`config.mk`:
```
export PLATFORM = sky130hd
export DESIGN_NAME = acct_top
export DESIGN_NICKNAME = d
export VERILOG_FILES = /design/src/logic/acct_pkg.sv /design/src/logic/acct_buf2.sv /design/src/logic/acct_top.sv
export SDC_FILE = /design/constraint.sdc
export NUM_CORES = 1
export LEC_CHECK = 0
export BUFFER_PORTS_ARGS = -buffer_cell sky130_fd_sc_hd__buf_2
export CORE_MARGIN = 2
export CORE_UTILIZATION = 60
export CTS_BUF_LIST = sky130_fd_sc_hd__clkbuf_8
export DETAILED_ROUTE_END_ITERATION = 8
export PLACE_DENSITY = 0.83
export SLEW_MARGIN = 20
export SYNTH_ARGS = -nofsm -noshare
export SYNTH_HDL_FRONTEND = slang
export SYNTH_HIERARCHICAL = 1
export SYNTH_SLANG_ARGS = --single-unit
```
`constraint.sdc`:
```
create_clock -name sys_clk -period 2.2 [get_ports sys_clk]
set_input_delay 0.44 -clock sys_clk [delete_from_list [all_inputs] [get_ports sys_clk]]
set_output_delay 0.44 -clock sys_clk [all_outputs]
set_load 0.005 [all_outputs]
```
`src/logic/acct_pkg.sv`:
```
// Purpose: Shared constants for the converter sequencing and serial port block
// Assumes: Master clock is sys_clk; shift clock in modes 1-3 is a separate domain
// Notes: Calibration counts are in master clock periods
package acct_pkg;
    localparam int CONV_CYCLES = 20;
    localparam int CAL_FULL_CYCLES = 250026;
    localparam int CAL_DAC_FS_CYCLES = 222228;
    localparam int CAL_OFFSET_CYCLES = 27798;
    localparam int BUSY_RISE_CYCLES = 2;
    localparam int CNT_W = 18;
    localparam int WORD_W = 16;
    localparam int BIT_W = 5;
    localparam logic [2:0] MODE_EXT_LO = 3'h1;
    localparam logic [2:0] MODE_EXT_HI = 3'h3;
    localparam logic [2:0] MODE_INT_LO = 3'h4;
    localparam logic [2:0] MODE_INT_HI = 3'h5;
    localparam logic [1:0] CAL_FULL = 2'h0;
    localparam logic [1:0] CAL_DAC_FS = 2'h1;
    localparam logic [1:0] CAL_OFFSET = 2'h2;
    typedef enum logic [1:0] {
        ACCT_IDLE,
        ACCT_CONV,
        ACCT_CAL
    } acct_seq_type;
endpackage : acct_pkg

```
`src/logic/acct_buf2.sv`:
```
// Purpose: Two-entry valid/ready buffer
// Assumes: Single clock
// Notes: Never drops a word while the reader stalls
`timescale 1ns/1ps
`default_nettype none
module acct_buf2 #(
    parameter int WIDTH = 16
) (
    // Clock and reset
    input wire logic clk,
    input wire logic rst_n,
    // Fill side
    input wire logic in_valid,
    output logic in_ready,
    input wire logic [WIDTH-1:0] in_data,
    // Drain side
    output logic out_valid,
    input wire logic out_ready,
    output logic [WIDTH-1:0] out_data
);
    logic [WIDTH-1:0] mem [2];
    logic wr_ptr;
    logic rd_ptr;
    logic [1:0] count;
    logic push;
    logic pop;

    assign in_ready = (count != 2'h2);
    assign out_valid = (count != 2'h0);
    assign out_data = mem[rd_ptr];
    assign push = in_valid && in_ready;
    assign pop = out_valid && out_ready;

    always_ff @(posedge clk or negedge rst_n) begin
        if (!rst_n) begin
            wr_ptr <= 1'b0;
            rd_ptr <= 1'b0;
            count <= 2'h0;
        end else begin
            if (push) wr_ptr <= ~wr_ptr;
            if (pop) rd_ptr <= ~rd_ptr;
            count <= count + {1'b0, push} - {1'b0, pop};
        end
    end

    // Storage has no reset; valid gates it
    always_ff @(posedge clk) begin
        if (push) mem[wr_ptr] <= in_data;
    end
endmodule : acct_buf2
`default_nettype wire

```
`src/logic/acct_top.sv`:
```
// Purpose: Conversion and calibration sequencing with serial data port
// Assumes: Host drives frame select, data in and, in modes 1-3, the shift clock
// Notes: Port logic runs on sys_clk in all modes; the shift clock in modes 1-3 is sampled
//
// Contract
// (RULE_01) Busy rises after start falls; conversion lasts 20 master clock periods.
// (RULE_02) Busy rises on a falling edge of the start input.
// (RULE_03) Full self-calibration lasts 250026 master clock periods.
// (RULE_04) DAC plus system full-scale calibration lasts 222228 periods.
// (RULE_05) System offset calibration lasts 27798 periods.
// (RULE_06) In calibration, busy rises within 2.5 periods of start falling.
// (RULE_07) Host supplies shift clock in modes 1-3, at most 10 MHz.
// (RULE_08) In modes 4 and 5 device outputs shift clock at master rate. Code toggles it each master clock while frame select is low: half that rate.
// (RULE_09) Data out driven after frame select falls, released after it rises.
// (RULE_10) Bidirectional data pin leaves high impedance after frame select falls.
// (RULE_11) Data pin turns to output on rising edge, back to input later.
// (RULE_12) Launch on falling shift edge, capture on following rising edge.
// (RULE_13) Edge select low inverts every shift clock edge.
// (RULE_14) Busy holds through calibration until its full count elapses.
`timescale 1ns/1ps
`default_nettype none
module acct_top
    import acct_pkg::*;
#(
    parameter int CAL_FULL_LEN = acct_pkg::CAL_FULL_CYCLES,
    parameter int CAL_DAC_FS_LEN = acct_pkg::CAL_DAC_FS_CYCLES,
    parameter int CAL_OFFSET_LEN = acct_pkg::CAL_OFFSET_CYCLES,
    parameter int TX_BITS = acct_pkg::WORD_W
) (
    // Master clock and reset
    input wire logic sys_clk,
    input wire logic rst_n,
    // Conversion control pins
    input wire logic conversion_start_n,
    input wire logic cal_request,
    input wire logic [1:0] cal_kind,
    output logic busy,
    // Result word from the converter core
    input wire logic result_valid,
    output logic result_ready,
    input wire logic [acct_pkg::WORD_W-1:0] result_data,
    // Received word toward the core
    output logic rx_valid,
    output logic [acct_pkg::WORD_W-1:0] rx_data,
    // Serial port configuration
    input wire logic [2:0] interface_mode,
    input wire logic edge_select,
    // Serial port pins
    input wire logic shift_clk_in,
    output logic shift_clk_out,
    output logic shift_clk_oe,
    input wire logic frame_select_n,
    output logic data_out,
    output logic data_out_oe,
    input wire logic data_in,
    output logic data_in_out,
    output logic data_in_oe
);
    import acct_pkg::*;

    function automatic logic mode_internal(input logic [2:0] m);
        mode_internal = (m >= MODE_INT_LO) && (m <= MODE_INT_HI);
    endfunction : mode_internal

    // Pin synchronisers on sys_clk
    logic [1:0] start_sync;
    logic [1:0] cal_sync;
    logic [1:0] frame_sync;
    logic [1:0] din_sync;
    logic [1:0] sck_sync;
    logic start_prev;
    logic cal_prev;

    always_ff @(posedge sys_clk or negedge rst_n) begin
        if (!rst_n) begin
            start_sync <= 2'h3;
            cal_sync <= 2'h0;
            frame_sync <= 2'h3;
            din_sync <= 2'h0;
            sck_sync <= 2'h0;
            start_prev <= 1'b1;
            cal_prev <= 1'b0;
        end else begin
            start_sync <= {start_sync[0], conversion_start_n};
            cal_sync <= {cal_sync[0], cal_request};
            frame_sync <= {frame_sync[0], frame_select_n};
            din_sync <= {din_sync[0], data_in};
            sck_sync <= {sck_sync[0], shift_clk_in};
            start_prev <= start_sync[1];
            cal_prev <= cal_sync[1];
        end
    end

    logic start_fall;
    logic cal_rise;
    assign start_fall = start_prev && !start_sync[1];
    assign cal_rise = !cal_prev && cal_sync[1];

    // Sequencer
    acct_seq_type state;
    logic [CNT_W-1:0] count;
    logic cal_armed;
    logic [1:0] cal_sel;

    function automatic logic [CNT_W-1:0] cal_len(input logic [1:0] k);
        case (k)
            CAL_DAC_FS: cal_len = CNT_W'(CAL_DAC_FS_LEN);
            CAL_OFFSET: cal_len = CNT_W'(CAL_OFFSET_LEN);
            default: cal_len = CNT_W'(CAL_FULL_LEN);
        endcase
    endfunction : cal_len

    // The detect cycle already shows busy, so the counters start two short
    localparam logic [CNT_W-1:0] EDGE_LEAD = CNT_W'(2);

    // Busy rises two edges after start falls, inside the 2.5 period limit
    always_ff @(posedge sys_clk or negedge rst_n) begin
        if (!rst_n) begin
            state <= ACCT_IDLE;
            count <= '0;
            cal_armed <= 1'b0;
            cal_sel <= CAL_FULL;
        end else begin
            case (state)
                ACCT_IDLE: begin
                    if (cal_rise) begin
                        cal_armed <= 1'b1;
                        cal_sel <= cal_kind;
                    end
                    // (RULE_02) Falling start edge
                    if (start_fall) begin
                        if (cal_armed || cal_rise) begin
                            // (RULE_06) Calibration busy rise
                            state <= ACCT_CAL;
                            count <= cal_len(cal_rise ? cal_kind : cal_sel) - EDGE_LEAD;
                        end else begin
                            // (RULE_01) Conversion length
                            state <= ACCT_CONV;
                            count <= CNT_W'(CONV_CYCLES) - EDGE_LEAD;
                        end
                    end
                end
                ACCT_CONV: begin
                    if (count == '0) state <= ACCT_IDLE;
                    else count <= count - CNT_W'(1);
                end
                ACCT_CAL: begin
                    cal_armed <= 1'b0;
                    // (RULE_03) (RULE_04) (RULE_05) Calibration lengths
                    // (RULE_14) Busy held to full count
                    if (count == '0) state <= ACCT_IDLE;
                    else count <= count - CNT_W'(1);
                end
                default: state <= ACCT_IDLE;
            endcase
        end
    end

    // (RULE_06) Busy on the detect cycle
    // Waiting for the state register would cost a third edge, past 2.5 periods
    logic busy_early;
    assign busy_early = (state == ACCT_IDLE) && start_fall;
    assign busy = (state != ACCT_IDLE) || busy_early;

    // Buffer between core and serial port
    logic tx_valid;
    logic tx_ready;
    logic [WORD_W-1:0] tx_word;

    acct_buf2 #(
        .WIDTH(WORD_W)
    ) u_buf (
        .clk(sys_clk),
        .rst_n(rst_n),
        .in_valid(result_valid),
        .in_ready(result_ready),
        .in_data(result_data),
        .out_valid(tx_valid),
        .out_ready(tx_ready),
        .out_data(tx_word)
    );

    // Internal shift clock: toggles on sys_clk in modes 4 and 5 while frame select is low
    logic int_sck;
    logic mode_int;
    assign mode_int = mode_internal(interface_mode);

    // (RULE_08) Device drives shift clock
    always_ff @(posedge sys_clk or negedge rst_n) begin
        if (!rst_n) int_sck <= 1'b1;
        else if (mode_int && !frame_sync[1]) int_sck <= ~int_sck;
        else int_sck <= 1'b1;
    end

    assign shift_clk_out = int_sck ^ ~edge_select;
    assign shift_clk_oe = mode_int;

    // (RULE_07) External clock in modes 1-3 is host owned
    // (RULE_13) Edge select inverts the external clock reference; in modes 4 and 5 it inverts the output pin instead
    logic sck_ref;
    logic sck_ref_prev;
    assign sck_ref = mode_int ? int_sck : (sck_sync[1] ^ ~edge_select);

    always_ff @(posedge sys_clk or negedge rst_n) begin
        if (!rst_n) sck_ref_prev <= 1'b1;
        else sck_ref_prev <= sck_ref;
    end

    // Sync flops reset to a level that need not match the idle clock,
    // so edges are ignored until the pipeline has filled
    logic [2:0] sck_primed;
    always_ff @(posedge sys_clk or negedge rst_n) begin
        if (!rst_n) sck_primed <= 3'h0;
        else sck_primed <= {sck_primed[1:0], 1'b1};
    end

    logic sck_rise;
    logic sck_fall;
    assign sck_rise = sck_primed[2] && !sck_ref_prev && sck_ref;
    assign sck_fall = sck_primed[2] && sck_ref_prev && !sck_ref;

    // Serial shifter; the external clock is sampled, so it must be slow
    logic [WORD_W-1:0] tx_shift;
    logic [WORD_W-1:0] rx_shift;
    logic [BIT_W-1:0] bit_cnt;
    logic in_frame;
    logic loaded;

    assign tx_ready = !in_frame && !frame_sync[1] ? 1'b0 : (!loaded && frame_sync[1]);

    // (RULE_12) First fall launches the MSB already on the pin
    // Shifting there too would hand the host bit 14 at its first capture
    logic launch;
    assign launch = in_frame && sck_fall && (bit_cnt != '0);

    always_ff @(posedge sys_clk or negedge rst_n) begin
        if (!rst_n) begin
            tx_shift <= '0;
            loaded <= 1'b0;
        end else if (tx_valid && tx_ready) begin
            tx_shift <= tx_word;
            loaded <= 1'b1;
        end else if (launch) begin
            // (RULE_12) Launch on falling edge
            tx_shift <= {tx_shift[WORD_W-2:0], 1'b0};
        end else if (!frame_sync[1] && bit_cnt == BIT_W'(TX_BITS)) begin
            loaded <= 1'b0;
        end
    end

    always_ff @(posedge sys_clk or negedge rst_n) begin
        if (!rst_n) begin
            in_frame <= 1'b0;
            bit_cnt <= '0;
            rx_shift <= '0;
        end else if (frame_sync[1]) begin
            in_frame <= 1'b0;
            bit_cnt <= '0;
        end else begin
            in_frame <= 1'b1;
            // (RULE_12) Capture on rising edge
            if (sck_rise && bit_cnt != BIT_W'(TX_BITS)) begin
                rx_shift <= {rx_shift[WORD_W-2:0], din_sync[1]};
                bit_cnt <= bit_cnt + BIT_W'(1);
            end
        end
    end

    always_ff @(posedge sys_clk or negedge rst_n) begin
        if (!rst_n) begin
            rx_valid <= 1'b0;
            rx_data <= '0;
        end else begin
            rx_valid <= in_frame && sck_rise && bit_cnt == BIT_W'(TX_BITS - 1);
            if (in_frame && sck_rise && bit_cnt == BIT_W'(TX_BITS - 1))
                rx_data <= {rx_shift[WORD_W-2:0], din_sync[1]};
        end
    end

    // (RULE_09) Output driver follows frame select
    always_ff @(posedge sys_clk or negedge rst_n) begin
        if (!rst_n) begin
            data_out <= 1'b0;
            data_out_oe <= 1'b0;
        end else begin
            data_out <= tx_shift[WORD_W-1];
            data_out_oe <= !frame_sync[1];
        end
    end

    // Bidirectional pin: driven in modes 4 and 5 as a second data line
    logic din_drive;
    // (RULE_10) (RULE_11) Turnaround on rising edges
    always_ff @(posedge sys_clk or negedge rst_n) begin
        if (!rst_n) din_drive <= 1'b0;
        else if (frame_sync[1] || !mode_int) din_drive <= 1'b0;
        else if (sck_rise) din_drive <= (bit_cnt != BIT_W'(TX_BITS - 1));
    end

    always_ff @(posedge sys_clk or negedge rst_n) begin
        if (!rst_n) begin
            data_in_out <= 1'b0;
            data_in_oe <= 1'b0;
        end else begin
            data_in_out <= tx_shift[WORD_W-1];
            data_in_oe <= din_drive;
        end
    end
endmodule : acct_top
`default_nettype wire
```
==> results.cfg, run 1 <==
[finish]
num-fill-cells = 600
antennaDiodeCount = 0
drive_above_1_share_pct = 31.3
fin_util_pct = 72.9
fin_nets = 573
final_cell_mix = dfrtp_1 (95), buf_2 (52), nor2_1 (44)
final_area_um2 = 6800
area_growth_syn_to_layout_pct = 16.9
final_common_cell = dfrtp_1

[routing]
vias = 3749
drcViolationCount = 0
viasPerCell = 5.57
drt_pass1_iterations = 5
drt-initial-drc-count = 151
totalWireLength_mm = 10.4
wl_per_cell_um = 15.5
final_antenna_net_count = 0

[die]
die_w_um = 102
coreArea_um2 = 9330
die_y_um = 102
pin_count = 55
start_util_pct = 62.3
die-area_um2 = 10500
rows = 35

[timing]
fmax_mhz = 480
finalSetupTns_ns = 0
hold_viol = 0
finalCritPeriodShare_pct = 94.7
setup_viol = 0
drv_slew = 0
setup_ws_ns = 0.117
slew_headroom_pct = 52.1
worstMarginPinSlew_ns = 0.718
clock_skew_ns = 0.00985
rsz0062_at_grt = false
period_minus_slack_ns = 2.08

[setup_path]
slowest_delay_ns = 0.58
critPathTopFamily = simple AND/OR/NAND/NOR gates
path_buf_inv = 0
critPathMaxFanout = 7
critPathLaunchType = flip-flop
arrival_ns = 2.40
required_ns = 2.52
crit_type = flip-flop to flip-flop
critical_path.cell_chain = or4_4, nor4b_4, nand3b_1, a221oi_2, nor3_2
crit_slowest_cell = or4_4
endpoint_kind = flip-flop

[clock_network]
hold_buffers = 0
root_buffer = clkbuf_8
cts_setup_buffers = 0
cts_made_buffers = 17
clockBufferDepth = 2
clock_latency_ns = 0.43
clkSlewWorstSetupHoldPaths_ns = 0.08
cts_tree = done
cts_sinks = 134
htreeDepth = 4

[hold_path]
hold_path_class = input port to asynchronous set/reset pin

[place]
place_area_um2 = 6330
dp_hpwl_mm = 7.05
gp_congestion = 0.901
numPortBuffers = 53
pre_cts_slack_ns = 0.108

[logic_synthesis]
ys_ff_latch = 134
synth_flop_cell = dfrtp_1
yosysTopAreaCell = dfrtp_1
async_flop_share_pct = 76.1
synthTopCellsByArea = dfrtp_1 (41%), edfxtp_1 (17%), mux2_2 (7.9%)
synth_cells = 455
synth_nets = 497
yosys_warnings = 6
synth-edff-count = 32
ys_types = 61
avgSynthCellArea_um2 = 12.8
syn_area_um2 = 5810
ys_seq_area_share_pct = 60.6
netlist.area_leader.share_pct = 40.9

[power]
cellPowerDensity_nw_per_um2 = 1220
ir_drop_uv = 792
p_leak_nw = 2.98

[global_routing]
grt_pass1_wl_mm = 17.7
grt_util_all_layers_pct = 21.9
grt_start_max_net_pins = 49
gr-total-overflow = 0
grt_pass1_vias = 3798
antenna_found_initial = 1

[run]
drv_cap = 0

[run_status]
outcome = completed
## report_power, final
group	leakage, nW	internal, W	switching (W)
clock	0.233	0.00130	0.00102
sequential	1.56	0.00316	0.000447
combinational	1.19	0.00107	0.00132
## worst paths after layout
check	startpoint	end	slack, ns	cells after the start
worst max-delay path	count[2]	count[11]	0.12	5
worst min-delay path	rst_n	rx_data[12]	0.02	1
worst max register to register	count[2]	count[11]	0.12	5
worst min register to register	sck_primed[1]	sck_primed[2]	0.35	0
max in group asynchronous	rst_n	frame_sync[1]	1.51	2
min in group sys_clk	conversion_start_n	start_sync[0]	0.10	1
## kinds of logic (layout without fill, tap and decap cells)
family,Yosys count,count (layout),share of synthesized area (%)
DFF,134,134,60.6
and+or+nand+nor,119,119,10.7
AOI/OAI and AO/OA,75,75,8.57
muxes,70,70,13.1
buffers and inverters,35,124,2.93
adders and majority gates,12,12,2.58
xor gates and xnor gates,9,9,1.48
other,1,1,0.0645
## sequential cells by signal, indices dropped and copies added (netlist names), 2 cells and up
signal       flops
u_buf/mem       32
count           18
rx_data         16
tx_shift        16
rx_shift        15
bit_cnt          5
sck_primed       3
cal_sel          2
cal_sync         2
din_sync         2
frame_sync       2
sck_sync         2
start_sync       2
state            2
u_buf/count      2
## worst reg2reg max path, stage by stage (launching register included)
cell and delay, ns:
dfrtp_1 0.44, or4_4 0.58, nor4b_4 0.44, nand3b_1 0.16, a221oi_2 0.28, nor3_2 0.08
## metrics by stage
stage / power, W / hold slack [ns] / cells
5_1_grt: 0.00883 / 0.0394 / 673
6_report: 0.00832 / 0.0171 / 673
3_5_place_dp: 0.00596 / 0.336 / 641
2_1_floorplan: 0.00526 / 0.144 / 455
4_1_cts: 0.00833 / 0.0249 / 673
3_3_place_gp: 0.00583 / 0.332 / 641
## cell type report
| cell class | count | area [um^2] | share of cell area, % |
|---|---|---|---|
| clock inverters | 14 | 210 | 3.09 |
| clock buffers | 18 | 248 | 3.64 |
| multi-input cells | 286 | 2130 | 31.4 |
| repair buffers | 75 | 458 | 6.74 |
| well taps | 129 | 161 | 2.37 |
| flip-flops and latches | 134 | 3520 | 51.8 |
| inverters | 17 | 63.8 | 0.939 |
## timing repair
item	CTS	global route
setup endpoints to repair	0	11
endpoints found under the hold margin	0	0
gates resized for setup	0	3
## cells in the mapped netlist (4+ instances only)
cell	count
ha_1	12
mux2i_1	20
inv_1	17
and3_1	5
a21oi_1	20
nor4_1	4
nand3b_1	5
xnor2_1	5
clkbuf_1	8
nor3_1	6
mux2_2	41
nor2_1	44
dfstp_2	7
nand2b_1	5
o21ai_1	4
o21ai_0	18
mux2_1	9
dfrtp_1	95
a211oi_1	4
buf_2	4
nand3_1	14
nand2_1	17
edfxtp_1	32
a31oi_1	5
## metal layers
layer,up-vias,routed length [um],track usage (%)
met5,-,13,0
met3,16,455,5.47
li1,1790,-,-
met4,2,121,8.00
met1,1844,4660,28.2
met2,97,5150,36.1
Note: power is estimated with default switching activity, not from simulation.
==> inputs of run 2 (changes only) <==
==> constraint.sdc (replaced) <==
create_clock -name sys_clk -period 2.2 [get_ports sys_clk]
set_input_delay 0.11 -clock sys_clk [delete_from_list [all_inputs] [get_ports sys_clk]]
set_output_delay 0.11 -clock sys_clk [all_outputs]
set_load 0.005 [all_outputs]
==> run 2 against run 1 <==
Net effect:
- clock skew is 0.0051 ns higher
- final cell count increased by 3.7%
- non-clock buffer count is 25 higher
- largest power group unchanged
==> results.cfg, run 2 (synthesis results as in run 1) <==
[setup_path]
critPathLaunchType = flip-flop
endpoint_kind = flip-flop
worstSetupPathDepth = 6
slowest_delay_ns = 0.40
required_ns = 2.51
arrival_ns = 2.38
r2r_cells = 6
critical_path.cell_chain = nor2b_1, mux2_2, ha_1, and3_1, a31oi_1, o22a_1
critPathMaxFanout = 5
critPathTopFamily = simple AND/OR/NAND/NOR gates
crit_type = flip-flop to flip-flop
r2r-start = cal_sync[1]
startpoint = cal_sync[1]
crit_slowest_cell = mux2_2
path_buf_inv = 0

[finish]
fin_util_pct = 74.8
final_common_cell = dfrtp_1
reg.largest.list = u_buf/mem x32, count x18
num-fill-cells = 604
multi_input_area_um2 = 2140
largest_reg_flops = 32
drive_above_1_share_pct = 30.1
regMostFlops = u_buf/mem
antennaDiodeCount = 0
final_cell_mix = dfrtp_1 (95), buf_2 (52), nor2_1 (44)
fin_nets = 598
stdcell_count = 698
seqCellArea_um2 = 3520
area_growth_syn_to_layout_pct = 20.0

[routing]
wl_per_cell_um = 15.3
viasPerCell = 5.47
totalWireLength_mm = 10.7
final_antenna_net_count = 0
drt-initial-drc-count = 203
vias = 3815
drt_pass1_iterations = 4
drcViolationCount = 0

[global_routing]
grt_util_all_layers_pct = 22.1
grt_use_met1_pct = 28.4
grt_start_max_net_pins = 103
gr-max-usage-layer = met2
grt_pass1_vias = 3820
gr-total-overflow = 0
met3_usage_pct = 5.68
use_met2_pct = 36.7
antenna_found_initial = 0
grt_pass1_wl_mm = 17.9

[place]
dp_hpwl_mm = 6.86
placedCellCount = 639
gp_congestion = 0.872
numPortBuffers = 53

[clock_network]
cts_made_buffers = 17
htreeDepth = 4
clock_latency_ns = 0.43
root_buffer = clkbuf_8
clkSlewWorstSetupHoldPaths_ns = 0.08
cts_tree = done
cts_sinks = 134
clockBufferDepth = 2

[timing]
period_minus_slack_ns = 2.07
finalCritPeriodShare_pct = 94.0
worst_hold_slack_ns = 0.0610
rsz0062_at_grt = false
drv_slew = 0
hold_viol = 0
clock_skew_ns = 0.0150
slew_headroom_pct = 51.9
finalSetupTns_ns = 0
setup_viol = 0
worstMarginPinSlew_ns = 0.721
fmax_mhz = 484

[power]
swShare_pct = 35.0
cellPowerDensity_nw_per_um2 = 1150
p_leak_nw = 3.04
p_comb_share_pct = 30.3
finalPower_w = 0.00804
p_clk_share_pct = 24.9
p_int_w = 0.00522
p_sw_w = 0.00282
pwr-share-seq_pct = 44.8
ir_drop_uv = 856

[hold_path]
worstHoldStart = interface_mode[2]
hold_path_class = input port to flip-flop
hold-path-cell-count = 3

[die]
die-area_um2 = 10500
pin_count = 55
die_y_um = 102
start_util_pct = 62.3
die_w_um = 102
rows = 35
coreArea_um2 = 9330

[run]
drv_cap = 0

[run_status]
outcome = completed
[run 2: cell types whose count changed in the layout (fill, tap and decap cells not counted), sizes merged]
| cell | before | now |
|---|---|---|
| clkinv | 3 | 2 |
| bufinv | 4 | 1 |
| dlygate4sd3 | 0 | 25 |
| clkinvlp | 0 | 4 |
| inv | 24 | 25 |
| clkbuf | 18 | 17 |
[run 2: area by class of cell]
| type | instances | share of cell area (%) |
|---|---|---|
| Clock inverter | 15 | 2.33 |
| Sequential cell | 134 | 50.5 |
| Timing Repair Buffer | 100 | 9.97 |
| Clock buffer | 17 | 3.35 |
| Multi-Input combinational cell | 286 | 30.6 |
| Inverter | 17 | 0.915 |
| Tap cell | 129 | 2.31 |
[run 2: power groups by stage]
| stage | clock network [W] | logic, W | registers [W] |
|---|---|---|---|
| 2_1_floorplan | 0 | 0.00180 | 0.00346 |
| 3_3_place_gp | 0 | 0.00224 | 0.00360 |
| 3_5_place_dp | 0 | 0.00234 | 0.00363 |
| 4_1_cts | 0.00204 | 0.00240 | 0.00359 |
| 5_1_grt | 0.00215 | 0.00270 | 0.00367 |
| 6_report | 0.00200 | 0.00244 | 0.00360 |
[run 2: tightest hold or removal path, stage by stage]
cell	delay, ns
buf_2	0.10
nand2b_1	0.16
nor3_1	0.07
[run 2: per-stage QoR]
stage | setup WS (ns) | instance area (um^2)
global placement | 0.0378 | 6300
CTS | 0.0798 | 6950
detailed placement | -0.0119 | 6300
global route | 0.00303 | 6980
floorplan | 0.246 | 5810
finish | 0.133 | 6980
[run 2: path summary, 6_finish.rpt]
check | end | slack, ns
max in group asynchronous | start_prev | 1.49
worst max register to register | count[4] | 0.13
worst max-delay path | count[4] | 0.13
min in group asynchronous | sck_sync[1] | 0.29
worst min register to register | sck_primed[2] | 0.35
worst min-delay path | din_drive | 0.06
[run 2: layer usage]
layer | part of all wire [%] | routed length (um)
met3 | 4.0 | 428
met5 | 0 | 0
met4 | 1.2 | 125
met2 | 51 | 5440
met1 | 44 | 4680
[run 2: timing repair]
action,4_1_cts,5_1_grt
pin swaps,0,1
gates resized for setup,1,3
hold buffers,25,0
setup buffers,0,2
endpoints found under the hold margin,135,0
endpoints found under the setup margin,16,12
